--- src/rtl/nsx_pkg.sv ---
// Purpose: Shared constants and types for the nibble-swap / exclusive-OR / direction-load executor
// Assumes: 14-bit instruction words, 8-bit data path, 7-bit file register addresses
// Notes: Opcode values are field patterns compared against the top bits of the word
package nsx_pkg;
  localparam int NSX_DATA_W = 8;
  localparam int NSX_WORD_W = 14;
  localparam int NSX_ADDR_W = 7;
  localparam int NSX_DIR_SEL_W = 3;
  // Field positions inside the instruction word
  localparam int NSX_OPC_MSB = 13;
  localparam int NSX_OPC_LSB = 8;
  localparam int NSX_DIR_OPC_LSB = 3;
  localparam int NSX_DEST_BIT = 7;
  // Opcode patterns
  localparam logic [5:0] NSX_OPC_SWAP = 6'h0E;
  localparam logic [5:0] NSX_OPC_RXOR = 6'h06;
  localparam logic [5:0] NSX_OPC_LXOR = 6'h3A;
  localparam logic [10:0] NSX_OPC_DIR = 11'h00C;
  // Legal direction register selectors
  localparam logic [2:0] NSX_DIR_MIN = 3'h5;
  localparam logic [2:0] NSX_DIR_MAX = 3'h7;
  // Values after reset, and the all-zero data byte
  localparam logic [7:0] NSX_ACC_RST = 8'h00;
  localparam logic NSX_ZERO_RST = 1'b0;
  localparam logic [7:0] NSX_ZERO_BYTE = 8'h00;
  // Phases of one instruction cycle
  typedef enum logic [3:0] {
    NSX_Q1 = 4'h1,
    NSX_Q2 = 4'h2,
    NSX_Q3 = 4'h4,
    NSX_Q4 = 4'h8
  } nsx_phase_e;
  // Decoded operations
  typedef enum logic [2:0] {
    NSX_OP_NONE = 3'h0,
    NSX_OP_SWAP = 3'h1,
    NSX_OP_DIR = 3'h2,
    NSX_OP_LXOR = 3'h3,
    NSX_OP_RXOR = 3'h4
  } nsx_op_e;
endpackage

--- src/rtl/nsx_alu_if.sv ---
// Purpose: Carrier between the executor and its data unit
// Assumes: Purely combinational answer from the data unit
// Notes: Core drives operation and operands, data unit returns result and zero
`timescale 1ns/10ps
interface nsx_alu_if;
  import nsx_pkg::*;
  nsx_op_e op;
  logic [NSX_DATA_W-1:0] acc;
  logic [NSX_DATA_W-1:0] opnd;
  logic [NSX_DATA_W-1:0] result;
  logic zero;
  modport core (output op, output acc, output opnd, input result, input zero);
  modport unit (input op, input acc, input opnd, output result, output zero);
endinterface

--- src/rtl/nsx_alu.sv ---
// Purpose: Data unit: nibble exchange, exclusive-OR, accumulator pass
// Assumes: Operands stable for the whole process phase
// Notes: Combinational; the core registers its answers
`timescale 1ns/10ps
module nsx_alu
  import nsx_pkg::*;
(
  nsx_alu_if.unit bus // Operation, operands and answer
);
  // Result per operation
  always_comb begin
    case (bus.op)
      NSX_OP_SWAP: bus.result = {bus.opnd[3:0], bus.opnd[7:4]}; // see RULE1
      NSX_OP_LXOR: bus.result = bus.acc ^ bus.opnd; // see RULE3
      NSX_OP_RXOR: bus.result = bus.acc ^ bus.opnd; // see RULE5
      NSX_OP_DIR: bus.result = bus.acc; // see RULE2
      default: bus.result = NSX_ZERO_BYTE;
    endcase
  end

  // Zero test of the eight-bit result
  assign bus.zero = (bus.result == NSX_ZERO_BYTE); // see RULE12
endmodule

--- src/rtl/nsx_exec.sv ---
// Purpose: Decode and run nibble exchange, direction load and two exclusive-OR forms
// Assumes: instr held valid while phase shows Q1; file_rd_data answers file_rd_addr in the same cycle
// Notes: One clock per phase, four phases per instruction, phases run free from reset
//
// Contract
// RULE1: Swap nibbles of source, flags untouched
// RULE2: Direction load copies accumulator, selector 5..7
// RULE3: Literal XOR accumulator, result to accumulator
// RULE4: Literal XOR opcode 111010, zero flag only
// RULE5: Register XOR accumulator with file register
// RULE6: Register XOR opcode 000110, d, address
// RULE7: Selector 0 writes accumulator, file untouched
// RULE8: Selector 1 writes back file register
// RULE9: Four phases: decode, read, process, write
// RULE10: Literal operand taken from instruction word
// RULE11: Seven-bit address, one-bit destination selector
// RULE12: Zero flag set exactly when result zero
`timescale 1ns/10ps
module nsx_exec
  import nsx_pkg::*;
(
  input wire logic clock, // Core clock
  input wire logic srst, // Synchronous reset, active high
  input wire logic [NSX_WORD_W-1:0] instr, // Instruction word, sampled in Q1
  input wire logic [NSX_DATA_W-1:0] file_rd_data, // File register read data
  output logic [3:0] phase, // One-hot phase Q1..Q4
  output logic [NSX_ADDR_W-1:0] file_rd_addr, // File register read address
  output logic file_wr_en, // File register write strobe, Q4
  output logic [NSX_ADDR_W-1:0] file_wr_addr, // File register write address
  output logic [NSX_DATA_W-1:0] file_wr_data, // File register write data
  output logic dir_wr_en, // Direction register write strobe, Q4
  output logic [NSX_DIR_SEL_W-1:0] dir_wr_sel, // Direction register selector
  output logic [NSX_DATA_W-1:0] dir_wr_data, // Direction register data
  output logic [NSX_DATA_W-1:0] accum, // Accumulator
  output logic zero_flag, // Zero status flag
  output logic instr_done, // Pulse in Q1 after a write phase
  output logic instr_foreign // Pulse in Q2 for a word not handled here
);
  nsx_phase_e state;
  nsx_op_e op;
  nsx_op_e next_op;
  logic dest;
  logic next_dest;
  logic [NSX_WORD_W-1:0] ir;
  logic [NSX_DATA_W-1:0] ir_lit;
  logic [NSX_DATA_W-1:0] opnd;
  logic [NSX_DATA_W-1:0] result;
  logic result_zero;
  logic [5:0] opc;
  logic [NSX_DIR_SEL_W-1:0] dir_field;
  logic file_op;
  nsx_alu_if alu_bus ();

  assign opc = instr[NSX_OPC_MSB:NSX_OPC_LSB];
  assign dir_field = instr[NSX_DIR_SEL_W-1:0];
  assign ir_lit = ir[NSX_DATA_W-1:0];
  assign file_op = (op == NSX_OP_SWAP) || (op == NSX_OP_RXOR);
  assign phase = state;

  // Phase sequencer, free running so every instruction takes exactly four clocks
  always_ff @(posedge clock) begin
    if (srst) begin
      state <= NSX_Q1;
    end else begin
      case (state)
        NSX_Q1: state <= NSX_Q2; // see RULE9
        NSX_Q2: state <= NSX_Q3;
        NSX_Q3: state <= NSX_Q4;
        NSX_Q4: state <= NSX_Q1;
        default: state <= NSX_Q1;
      endcase
    end
  end

  // Opcode match; direction load outside 5..7 falls through as foreign
  always_comb begin
    next_op = NSX_OP_NONE;
    next_dest = 1'b0;
    if (opc == NSX_OPC_SWAP) begin
      next_op = NSX_OP_SWAP; // see RULE1
      next_dest = instr[NSX_DEST_BIT]; // see RULE11
    end else if (opc == NSX_OPC_RXOR) begin
      next_op = NSX_OP_RXOR; // see RULE6
      next_dest = instr[NSX_DEST_BIT];
    end else if (opc == NSX_OPC_LXOR) begin
      next_op = NSX_OP_LXOR; // see RULE4
    end else if (instr[NSX_OPC_MSB:NSX_DIR_OPC_LSB] == NSX_OPC_DIR) begin
      if (dir_field >= NSX_DIR_MIN && dir_field <= NSX_DIR_MAX) begin
        next_op = NSX_OP_DIR; // see RULE2
      end
    end
  end

  // Decode phase: capture word, operation, destination and read address
  always_ff @(posedge clock) begin
    if (srst) begin
      ir <= '0;
      op <= NSX_OP_NONE;
      dest <= 1'b0;
      file_rd_addr <= '0;
      instr_foreign <= 1'b0;
    end else begin
      instr_foreign <= 1'b0;
      if (state == NSX_Q1) begin
        ir <= instr; // see RULE9
        op <= next_op;
        dest <= next_dest;
        file_rd_addr <= instr[NSX_ADDR_W-1:0]; // see RULE11
        instr_foreign <= (next_op == NSX_OP_NONE);
      end
    end
  end

  // Read phase: literal comes from the word, otherwise from the file register
  always_ff @(posedge clock) begin
    if (srst) begin
      opnd <= '0;
    end else if (state == NSX_Q2) begin
      if (op == NSX_OP_LXOR) begin
        opnd <= ir_lit; // see RULE10
      end else begin
        opnd <= file_rd_data;
      end
    end
  end

  // Data unit sees stable operands throughout the process phase
  assign alu_bus.op = op;
  assign alu_bus.acc = accum;
  assign alu_bus.opnd = opnd;

  nsx_alu u_alu (
    .bus(alu_bus)
  );

  // Process phase: register the answer and arm the write strobes for Q4
  always_ff @(posedge clock) begin
    if (srst) begin
      result <= '0;
      result_zero <= 1'b0;
      file_wr_en <= 1'b0;
      file_wr_addr <= '0;
      file_wr_data <= '0;
      dir_wr_en <= 1'b0;
      dir_wr_sel <= '0;
      dir_wr_data <= '0;
    end else if (state == NSX_Q3) begin
      result <= alu_bus.result;
      result_zero <= alu_bus.zero;
      file_wr_en <= file_op && dest; // see RULE8
      file_wr_addr <= ir[NSX_ADDR_W-1:0];
      file_wr_data <= alu_bus.result;
      dir_wr_en <= (op == NSX_OP_DIR); // see RULE2
      dir_wr_sel <= ir[NSX_DIR_SEL_W-1:0];
      dir_wr_data <= accum;
    end else begin
      // Strobes last exactly the write phase
      file_wr_en <= 1'b0;
      dir_wr_en <= 1'b0;
    end
  end

  // Write phase: accumulator and zero flag commit at the end of Q4
  always_ff @(posedge clock) begin
    if (srst) begin
      accum <= NSX_ACC_RST;
      zero_flag <= NSX_ZERO_RST;
      instr_done <= 1'b0;
    end else begin
      instr_done <= 1'b0;
      if (state == NSX_Q4) begin
        instr_done <= 1'b1;
        if (op == NSX_OP_LXOR || (file_op && !dest)) begin
          accum <= result; // see RULE7
        end
        // Swap and direction load leave status alone
        if (op == NSX_OP_LXOR || op == NSX_OP_RXOR) begin
          zero_flag <= result_zero; // see RULE12
        end
      end
    end
  end
endmodule

--- config.mk ---
export PLATFORM = sky130hd
export DESIGN_NAME = nsx_exec
export DESIGN_NICKNAME = d
export VERILOG_FILES = /design/src/rtl/nsx_pkg.sv /design/src/rtl/nsx_alu_if.sv /design/src/rtl/nsx_alu.sv /design/src/rtl/nsx_exec.sv
export SDC_FILE = /design/constraint.sdc
export NUM_CORES = 1
export LEC_CHECK = 0
export ABC_AREA = 1
export ABC_CLOCK_PERIOD_IN_PS = 1460
export BUFFER_PORTS_ARGS = -buffer_cell sky130_fd_sc_hd__buf_2
export CORE_MARGIN = 2
export CORE_UTILIZATION = 47
export DETAILED_ROUTE_END_ITERATION = 12
export HOLD_SLACK_MARGIN = 0.15
export PLACE_DENSITY = 0.73
export SYNTH_ARGS = -nofsm -noshare
export SYNTH_HDL_FRONTEND = slang
export SYNTH_HIERARCHICAL = 1
export SYNTH_SLANG_ARGS = --single-unit
--- constraint.sdc ---
create_clock -name clock -period 1.46 [get_ports clock]
set_clock_uncertainty 0.1 [all_clocks]
set_input_delay 0.146 -clock clock [delete_from_list [all_inputs] [get_ports clock]]
set_output_delay 0.146 -clock clock [all_outputs]
set_load 0.02 [all_outputs]
Word-level counts from Yosys, hierarchy flattened
Index checks and enable logic that the tools add are counted.

$lt $le $gt $ge: 2. Bitwise gates (word level): 3. Reduce and logical (&&, ||, !) cells: 14. Equality and inequality tests: 12. Muxes and demuxes: 11.

Operators by type and width (number): $pmux 8 s3 (1); $pmux 4 s3 (1); $eq 11x4->1 const B (1); $logic_not 8->1 (1); $mux 8 (1); $xor 8x8->8 (1); $eq 3x2->1 const B (2); $eq 6x3->1 const B (1); $eq 6x4->1 const B (1); $eq 6x6->1 const B (1); $mux 2 (3); $mux 3 (2); $reduce_or 2->1 (3); $eq 4x1->1 const B (1); $eq 4x2->1 const B (1); $eq 4x3->1 const B (1); $eq 4x4->1 const B (1); $reduce_and 2->1 (2); $eq 3x1->1 const B (1); $eq 3x3->1 const B (1); $ge 3x3->1 const B (1); $le 3x3->1 const B (1); $logic_and 1x1->1 (3); $logic_not 3->1 (1); other kinds (4) (9).

Flip-flop bits (word level): 71. Output and inout bits: 50. Word-level logic and storage cells: 59. Input port bits: 24.

Longest topological paths before layout
Gate-level depths: netlist of the first run.

Word-level depth: 8. Depth in mapped cells: 10. Gate-level depth less buffers: 10.

By module
The synthesis of the first run kept the hierarchy.

Modules (own cells, without submodules): nsx_exec (instances 1, sequential area each 1221.2 sq um, area an instance 2491.1 sq um, cells each 315); nsx_alu (instances 1, sequential area each 0.0 sq um, area an instance 289.0 sq um, cells each 59).

Least setup slack after synthesis of the first run
No wires, ideal clock.

Kind: reg-to-reg. Start point: register op[1], in the netlist alu_bus.op[1]. End point: register result_zero. Path slack: 0.017 ns. Clock period less this slack: 1.443 ns. Cell stages (with the launch flop): 10. Arrival: 1.224 ns. Library setup time: 0.119 ns. Data required time: 1.241 ns. Path buffers: 0. Cell sequence: dfxtp_1 inv_1 nor3_2 nand2_1 nand3_2 nor2_1 nand2_1 nor2_1 o21ai_0 a21oi_1.

Cells in the longest elaborated chain, start to end: 4. Elaborated cells on any way between the ends: 7. Classes of those cells: 4 x eq/ne; 1 x mux; 2 x reduce/logical.

Ends and longest elaborated chain: from (decl) (line nsx_exec.sv:40) `nsx_op_e op;`; from (signal assigned) (line nsx_exec.sv:106) `op <= next_op;`; $eq 3x3->1 or $eq 3x2->1 (tied branches) (line nsx_alu.sv:12) `case (bus.op)`; $reduce_or 2->1 (no source line); $pmux 8 s3 * (line nsx_alu.sv:12); named net alu_bus.result[4] (line nsx_alu_if.sv:10) `logic [NSX_DATA_W-1:0] result;`; $logic_not 8->1 * (line nsx_alu.sv:22) `assign bus.zero = (bus.result == NSX_ZERO_BYTE);`; named net alu_bus.zero (line nsx_alu_if.sv:11) `logic zero;`; to (signal assigned) (line nsx_exec.sv:149) `result_zero <= alu_bus.zero;`; to (decl) (line nsx_exec.sv:48) `logic result_zero;`.

The timed path passes the listed nets; every way through them passes the cells marked *. A chain may end at the register's enable or synchronous reset.

Worst setup path after layout of the first run
Start point: register op[0], in the netlist alu_bus.op[0]. End point: register result_zero.

The elaborated chain is that of the path after synthesis.

==> results.yml, run 1 <==
status:
  status: "complete, but fails checks"
  violations: "setup timing"
yosys:
  synthMuxAreaShare: 0
  synth_xor_area_frac: 0.0221
  synth_area_leaders: "dfxtp_1 44%, a21oi_1 7.7%, o21ai_0 7.6%, nor2_1 7.0%, nand2_1 6.9%"
  synthesis.instances: 374
  yosysUniqueCellTypes: 27
  syn_nets: 398
  synth_compound_area_frac: 0.173
  synth_fa_ha_area_frac: 0
  mappedNetlistArea_um2: 2780
  seq_area_frac_synth: 0.439
  ys_ff_latch: 61
  syn-mean-instance-area_um2: 7.43
  synthSimpleGateAreaFrac: 0.248
  ys.warnings.count: 6
  synth_top_area_cell: "dfxtp_1"
  synth_top_family_by_area: "simple AND/OR/NAND/NOR gates"
  synth_top_area_frac: 0.439
finish:
  nets: 502
  fin_util: 0.651
  area_growth_pct: 36.3
  insertedDiodeCount: 0
  drive_gt1_frac: 0.338
pwr:
  p_per_area_nw_per_um2: 1150
  max-vdd-ir-drop_mv: 0.652
  total_power_uw: 4350
  p_leak_uw: 0.00183
die:
  die_h_um: 80.9
  ioPinCount: 74
  die-area_um2: 6550
  core_um2: 5820
  initial_utilization: 0.478
  num_rows: 28
  die_w_um: 80.9
routing:
  ant_nets: 0
  via_per_inst: 5.07
  wire_per_inst_um: 13.2
  route.detailed.drc: 0
  routed_wl_um: 7310
  first_pass_iters: 4
  drt_iter0_drc: 186
  num_vias: 2816
sta:
  rsz0062_at_grt: "yes"
  final-setup-viol-count: 1
  worstMarginPinSlew_ps: 395
  final_min_period_over_clock_period: 1.01
  max_slew_margin: 0.734
  post-route-min-period_ps: 1480
  setup_slack_ps: -20.6
  fmax_ghz: 0.675
  slew_viol_final: 0
  whs_ps: 187
  hold_viol: 0
clock_network:
  cts-buffers-inserted: 9
  cts_buffer_depth: 2
  htreeDepth: 3
  tritoncts: "done"
  cts_sinks: 61
  clkTransAtPathRegs_ps: 60
  clock_latency_ps: 330
  root_buffer: "clkbuf_8"
global_routing:
  grt_first_pass_wirelength_um: 11100
  grt_max_degree: 53
  grt_pass1_vias: 2446
  antenna_found_initial: 0
  grt_use_total: 0.221
  grt_overflow: 0
worst_hold_path:
  hold_class: "in2reg"
  whs_path_depth: 7
critical_path:
  worstRegToRegCells: 9
  endpoint_kind: "register"
  path_max_fanout: 8
  crit_type: "reg2reg"
  critPathArrivalTime_ps: 1600
  critPathRequiredTime_ps: 1580
  cp-start-kind: "register"
placement:
  portBuffers: 73
  pre_cts_ws_ps: -68.1
  place_hpwl_um: 4790
  gp_congestion: 0.884
job:
  maxCapViolCount: 0
[through the flow]
step	setup TNS, ps	std cells	instance area [um^2]
finish	-20.6	555	3790
global route	-227	555	3790
CTS	-2.19	550	3630
detailed placement	-68.1	514	3230
global placement	-21.1	514	3230
floorplan	0	374	2780
[routing by layer]
metal,share of wire,vias to the layer above,track usage
met5,0,-,0
met1,0.41,1299,0.259
met2,0.51,87,0.393
met4,0.019,0,0.0966
li1,-,1417,-
met3,0.057,13,0.0400
[flip-flops by register name, indices dropped and copies added (netlist names)]
| register | flops |
|---|---|
| accum | 8 |
| alu_bus.op | 3 |
| alu_bus.opnd | 8 |
| dest | 1 |
| dir_wr_data | 8 |
| dir_wr_en | 1 |
| file_rd_addr | 6 |
| file_wr_addr | 7 |
| file_wr_en | 1 |
| instr_done | 1 |
| instr_foreign | 1 |
| ir | 2 |
| phase | 4 |
| result | 8 |
| result_zero | 1 |
| zero_flag | 1 |
[cells in the final DEF (no fill, tap or decap)]
master / n
inv_2: 5
nand3_1: 11
nor2_1: 50
nor3_2: 3
dfxtp_2: 2
nor2_4: 3
nand2_1: 38
nand4_1: 4
clkinv_2: 3
buf_6: 1
o21a_1: 1
clkbuf_8: 10
o21ai_1: 7
dfxtp_4: 3
inv_4: 1
dfxtp_1: 56
a21oi_1: 43
nor3_1: 3
a21oi_2: 1
inv_1: 34
dlygate4sd3_1: 22
nand3_4: 2
buf_4: 18
xor2_1: 7
nor3_4: 1
buf_12: 4
nand2_2: 14
o21ai_2: 1
nand2_4: 3
nor4_1: 1
nor2_2: 2
o21ai_0: 41
buf_2: 73
nand3_2: 12
[where the power goes]
group	switching (uW)	internal (uW)	total (uW)	leakage (uW)
registers	131	1820	1950	0.000498
logic	726	446	1170	0.00124
clock network	602	623	1220	0.0000836
[path summary, 6_finish.rpt]
path / endpoint / startpoint / slack [ps]
worst min-delay path: alu_bus.op[0]$_SDFFE_PP0N_ / instr[9] / 190
worst max-delay path: result_zero$_SDFFE_PP0N_ / alu_bus.op[0]$_SDFFE_PP0N_ / -20
worst max register to register: result_zero$_SDFFE_PP0N_ / alu_bus.op[0]$_SDFFE_PP0N_ / -20
worst min register to register: result[5]$_SDFFE_PP0N_ / result[5]$_SDFFE_PP0N_ / 370
[synthesized netlist by cell type]
cell,instances
nor3_2,2
nor3_4,1
buf_2,3
nor2_2,1
o21ai_2,1
nand2_2,4
nand4_1,4
buf_4,13
nand3_4,1
buf_6,4
a21oi_2,1
o21ai_0,42
nor4_1,1
nand3_2,5
dfxtp_1,61
a21oi_1,43
inv_2,4
nor2_4,2
nor2_1,52
nor3_1,4
nand3_1,19
o21a_1,1
nand2_1,51
xor2_1,7
clkbuf_1,5
inv_1,36
o21ai_1,6
[cell type report]
type	instances	area, um^2
inverters	40	153
clock inverters	3	15.0
repair buffers	118	812
fillers	521	2030
clock buffers	10	138
well taps	75	93.8
flip-flops and latches	61	1230
multi-input cells	248	1340
[logic make-up (layout without fill, tap and decap cells)]
logic type / after synthesis / in the layout
XOR/XNOR: 7 / 7
buffers and inverters: 65 / 171
flip-flops: 61 / 61
AO/OA/AOI/OAI: 94 / 94
AND/OR/NAND/NOR: 147 / 147
[repair_timing]
item,4_1_cts,5_1_grt
hold buffers,22,0
endpoints found under the hold margin,23,0
pin swaps,1,14
setup buffers,1,5
setup endpoints to repair,9,31
gates resized for setup,2,40
[worst max-delay path, cell delays in order, from the launching register on]
cell and delay [ps]:
dfxtp_4 370, nor3_2 210, buf_4 200, nand2_1 100
nand3_2 90, nor2_1 50, nand2_1 60, nor2_1 40
o21ai_1 110, a21oi_1 50
No activity file was read; power rests on OpenSTA's default activity.
==> inputs of run 2 (changes only) <==
Settings changed: SYNTH_HIERARCHICAL 1 to not set.
==> run 2 against run 1 <==
Clock-buffer cell count increased by 2. Largest power group unchanged. Clock power increased by 22%. Sequential power about the same. Design area increased by 1.2%. The run still ends with setup timing left. Non-clock buffer count rose by 5.
==> results.yml, run 2 <==
worst_hold_path:
  whs_endpoint: "dest$_SDFFE_PP0N_"
  whs_path_depth: 6
  min-delay-start: "instr[13]"
  hold_class: "in2reg"
yosys:
  synth_top_area_frac: 0.431
  synth_area_leaders: "dfxtp_1 43%, nand2_1 8.1%, nor2_1 7.0%, o21ai_0 6.4%, inv_1 4.8%"
  syn-mean-instance-area_um2: 7.60
  ys.warnings.count: 0
  synthesis.instances: 373
  synthArstFlopShare: 0
  ys.flop_type: "dfxtp_1"
  mappedNetlistArea_um2: 2840
  syn_nets: 397
  synth-edff-count: 0
  yosysUniqueCellTypes: 37
  seq_area_frac_synth: 0.431
  ys_top_cells_by_count: "61 x dfxtp_1, 61 x nand2_1, 53 x nor2_1"
  ys_ff_latch: 61
  synth_top_area_cell: "dfxtp_1"
finish:
  nets: 504
  final_common_cell: "buf_2"
  fin_util: 0.651
  final_cell_mix: "73 x buf_2, 60 x nand2_1, 58 x dfxtp_1, 49 x nor2_1, 34 x inv_1"
  area_growth_pct: 35.2
  nFillCells: 514
  insertedDiodeCount: 0
  drive_gt1_frac: 0.328
  layout.cells.non_filler: 560
global_routing:
  grt_pass1_vias: 2691
  grt_most_used_layer: "met2"
  use_met3: 0.0593
  grt_use_total: 0.259
  antenna_found_initial: 0
  grt_first_pass_wirelength_um: 12900
  grt_max_degree: 48
  met2_usage: 0.408
  grt_overflow: 0
  use_met1: 0.326
critical_path:
  path_max_fanout: 7
  r2r_slack_ps: -70
  crit_chain: "inv_4 -> nand3_2 -> and2_4 -> o21ai_4 -> nand2_4 -> inv_2 -> nor2_1 -> nor2_1"
  worstRegToRegCells: 8
  critPathBufInv: 2
  r2r_start: "alu_bus.op[2]$_SDFFE_PP0N_"
  endpoint_kind: "register"
  cpMaxStageDelayCell: "dfxtp_4"
  slowest_delay_ps: 380
  cp_common_cell: "nor2_1"
  critPathArrivalTime_ps: 1680
  r2r-end: "accum[6]$_SDFFE_PP0P_"
  crit_type: "reg2reg"
  critPathTopFamily: "simple AND/OR/NAND/NOR gates"
  critPathRequiredTime_ps: 1610
  cp-start-kind: "register"
die:
  num_rows: 28
  initial_utilization: 0.482
  die-area_um2: 6670
  die_w_um: 81.7
  core_um2: 5890
  ioPinCount: 74
  die_h_um: 81.7
pwr:
  total_power_uw: 4640
  max-vdd-ir-drop_mv: 0.841
  p_per_area_nw_per_um2: 1210
  p_leak_uw: 0.00187
routing:
  wire_per_inst_um: 14.5
  route.detailed.drc: 0
  num_vias: 2957
  via_per_inst: 5.28
  routed_wl_um: 8110
  first_pass_iters: 5
  ant_nets: 0
  drt_iter0_drc: 252
sta:
  post-route-min-period_ps: 1530
  final_min_period_over_clock_period: 1.05
  setup_slack_ps: -67.2
  rsz0062_at_grt: "yes"
  final-setup-viol-count: 9
  worstMarginPinSlew_ps: 277
  fmax_ghz: 0.655
  slew_viol_final: 0
  max_slew_margin: 0.813
  hold_viol: 0
  whs_ps: 200
placement:
  portBuffers: 73
  placedCellCount: 520
  gp_congestion: 0.894
  place_hpwl_um: 5160
clock_network:
  htreeDepth: 3
  cts_sinks: 61
  cts_buffer_depth: 2
  clkTransAtPathRegs_ps: 70
  root_buffer: "clkbuf_8"
  clock_latency_ps: 340
  cts-buffers-inserted: 9
  tritoncts: "done"
status:
  violations: "setup timing"
  status: "complete, but fails checks"
job:
  maxCapViolCount: 0
run 2: cell types whose count changed in the layout (fill, tap and decap cells not counted), moves of 8 or more:
cell and delta:
a21oi_1 -27, nand2_1 +22, o21ai_0 -8, a31oi_1 +8
nor2_2 +9, o211ai_1 +9, nand2_2 -13, nand3_2 -9
run 2: metal layers:
metal	share of wire	up-vias
li1	-	1429
met1	0.44	1379
met2	0.46	115
met3	0.055	34
met4	0.037	0
met5	0	-
run 2: through the flow:
stage / setup TNS (ps) / setup slack, ps / cell area (um^2)
2_1_floorplan: 0 / 12.5 / 2840
3_3_place_gp: -1120 / -116 / 3330
3_5_place_dp: -1870 / -176 / 3330
4_1_cts: -59.2 / -18.5 / 3780
5_1_grt: -1040 / -131 / 3830
6_report: -194 / -67.2 / 3830
run 2: kinds of logic after synthesis:
| group | synth area share |
|---|---|
| xor+xnor | 0.00927 |
| buf+inv | 0.129 |
| simple gates | 0.260 |
| compound gates | 0.170 |
| flops | 0.431 |
run 2: timing repair:
item,4_1_cts,5_1_grt
pin swaps,3,5
hold buffers,21,0
buffers inserted,0,2
gates resized for setup,14,14
gates cloned,1,0
setup endpoints to repair,25,35
endpoints found under the hold margin,27,0
run 2: worst max-delay path by stage:
stage                          startpoint                     end  slack (ps)  cells after the start
2_1_floorplan  alu_bus.op[1]$_SDFFE_PP0N_   accum[3]$_SDFFE_PP0P_          10                      9
3_3_place_gp   alu_bus.op[0]$_SDFFE_PP0N_   accum[5]$_SDFFE_PP0P_        -120                      8
3_5_place_dp   alu_bus.op[1]$_SDFFE_PP0N_  result[6]$_SDFFE_PP0P_        -180                      8
4_1_cts        alu_bus.op[2]$_SDFFE_PP0N_   accum[5]$_SDFFE_PP0P_         -20                      7
5_1_grt        alu_bus.op[2]$_SDFFE_PP0N_   accum[6]$_SDFFE_PP0P_        -130                      8
6_report       alu_bus.op[2]$_SDFFE_PP0N_   accum[6]$_SDFFE_PP0P_         -70                      8
run 2: worst reg2reg max path, cell delays in order, from the launching register on:
cell and delay (ps):
dfxtp_4 380, inv_4 80, nand3_2 80, and2_4 180, o21ai_4 200, nand2_4 140
inv_2 90, nor2_1 50, nor2_1 140
run 2: final cells by class:
class                      instances  area, um^2  area share
clock inverter                     4        47.5      0.0124
multi-input combinational        246        1310       0.342
timing repair buffer             123         838       0.219
inverter                          39         165      0.0431
sequential                        61        1230       0.322
tap                               75        93.8      0.0245
clock buffer                      12         145      0.0379
run 2: power by group:
part	internal (uW)	switching, uW
Combinational	493	681
Clock	831	657
Sequential	1820	164
Total	3140	1500
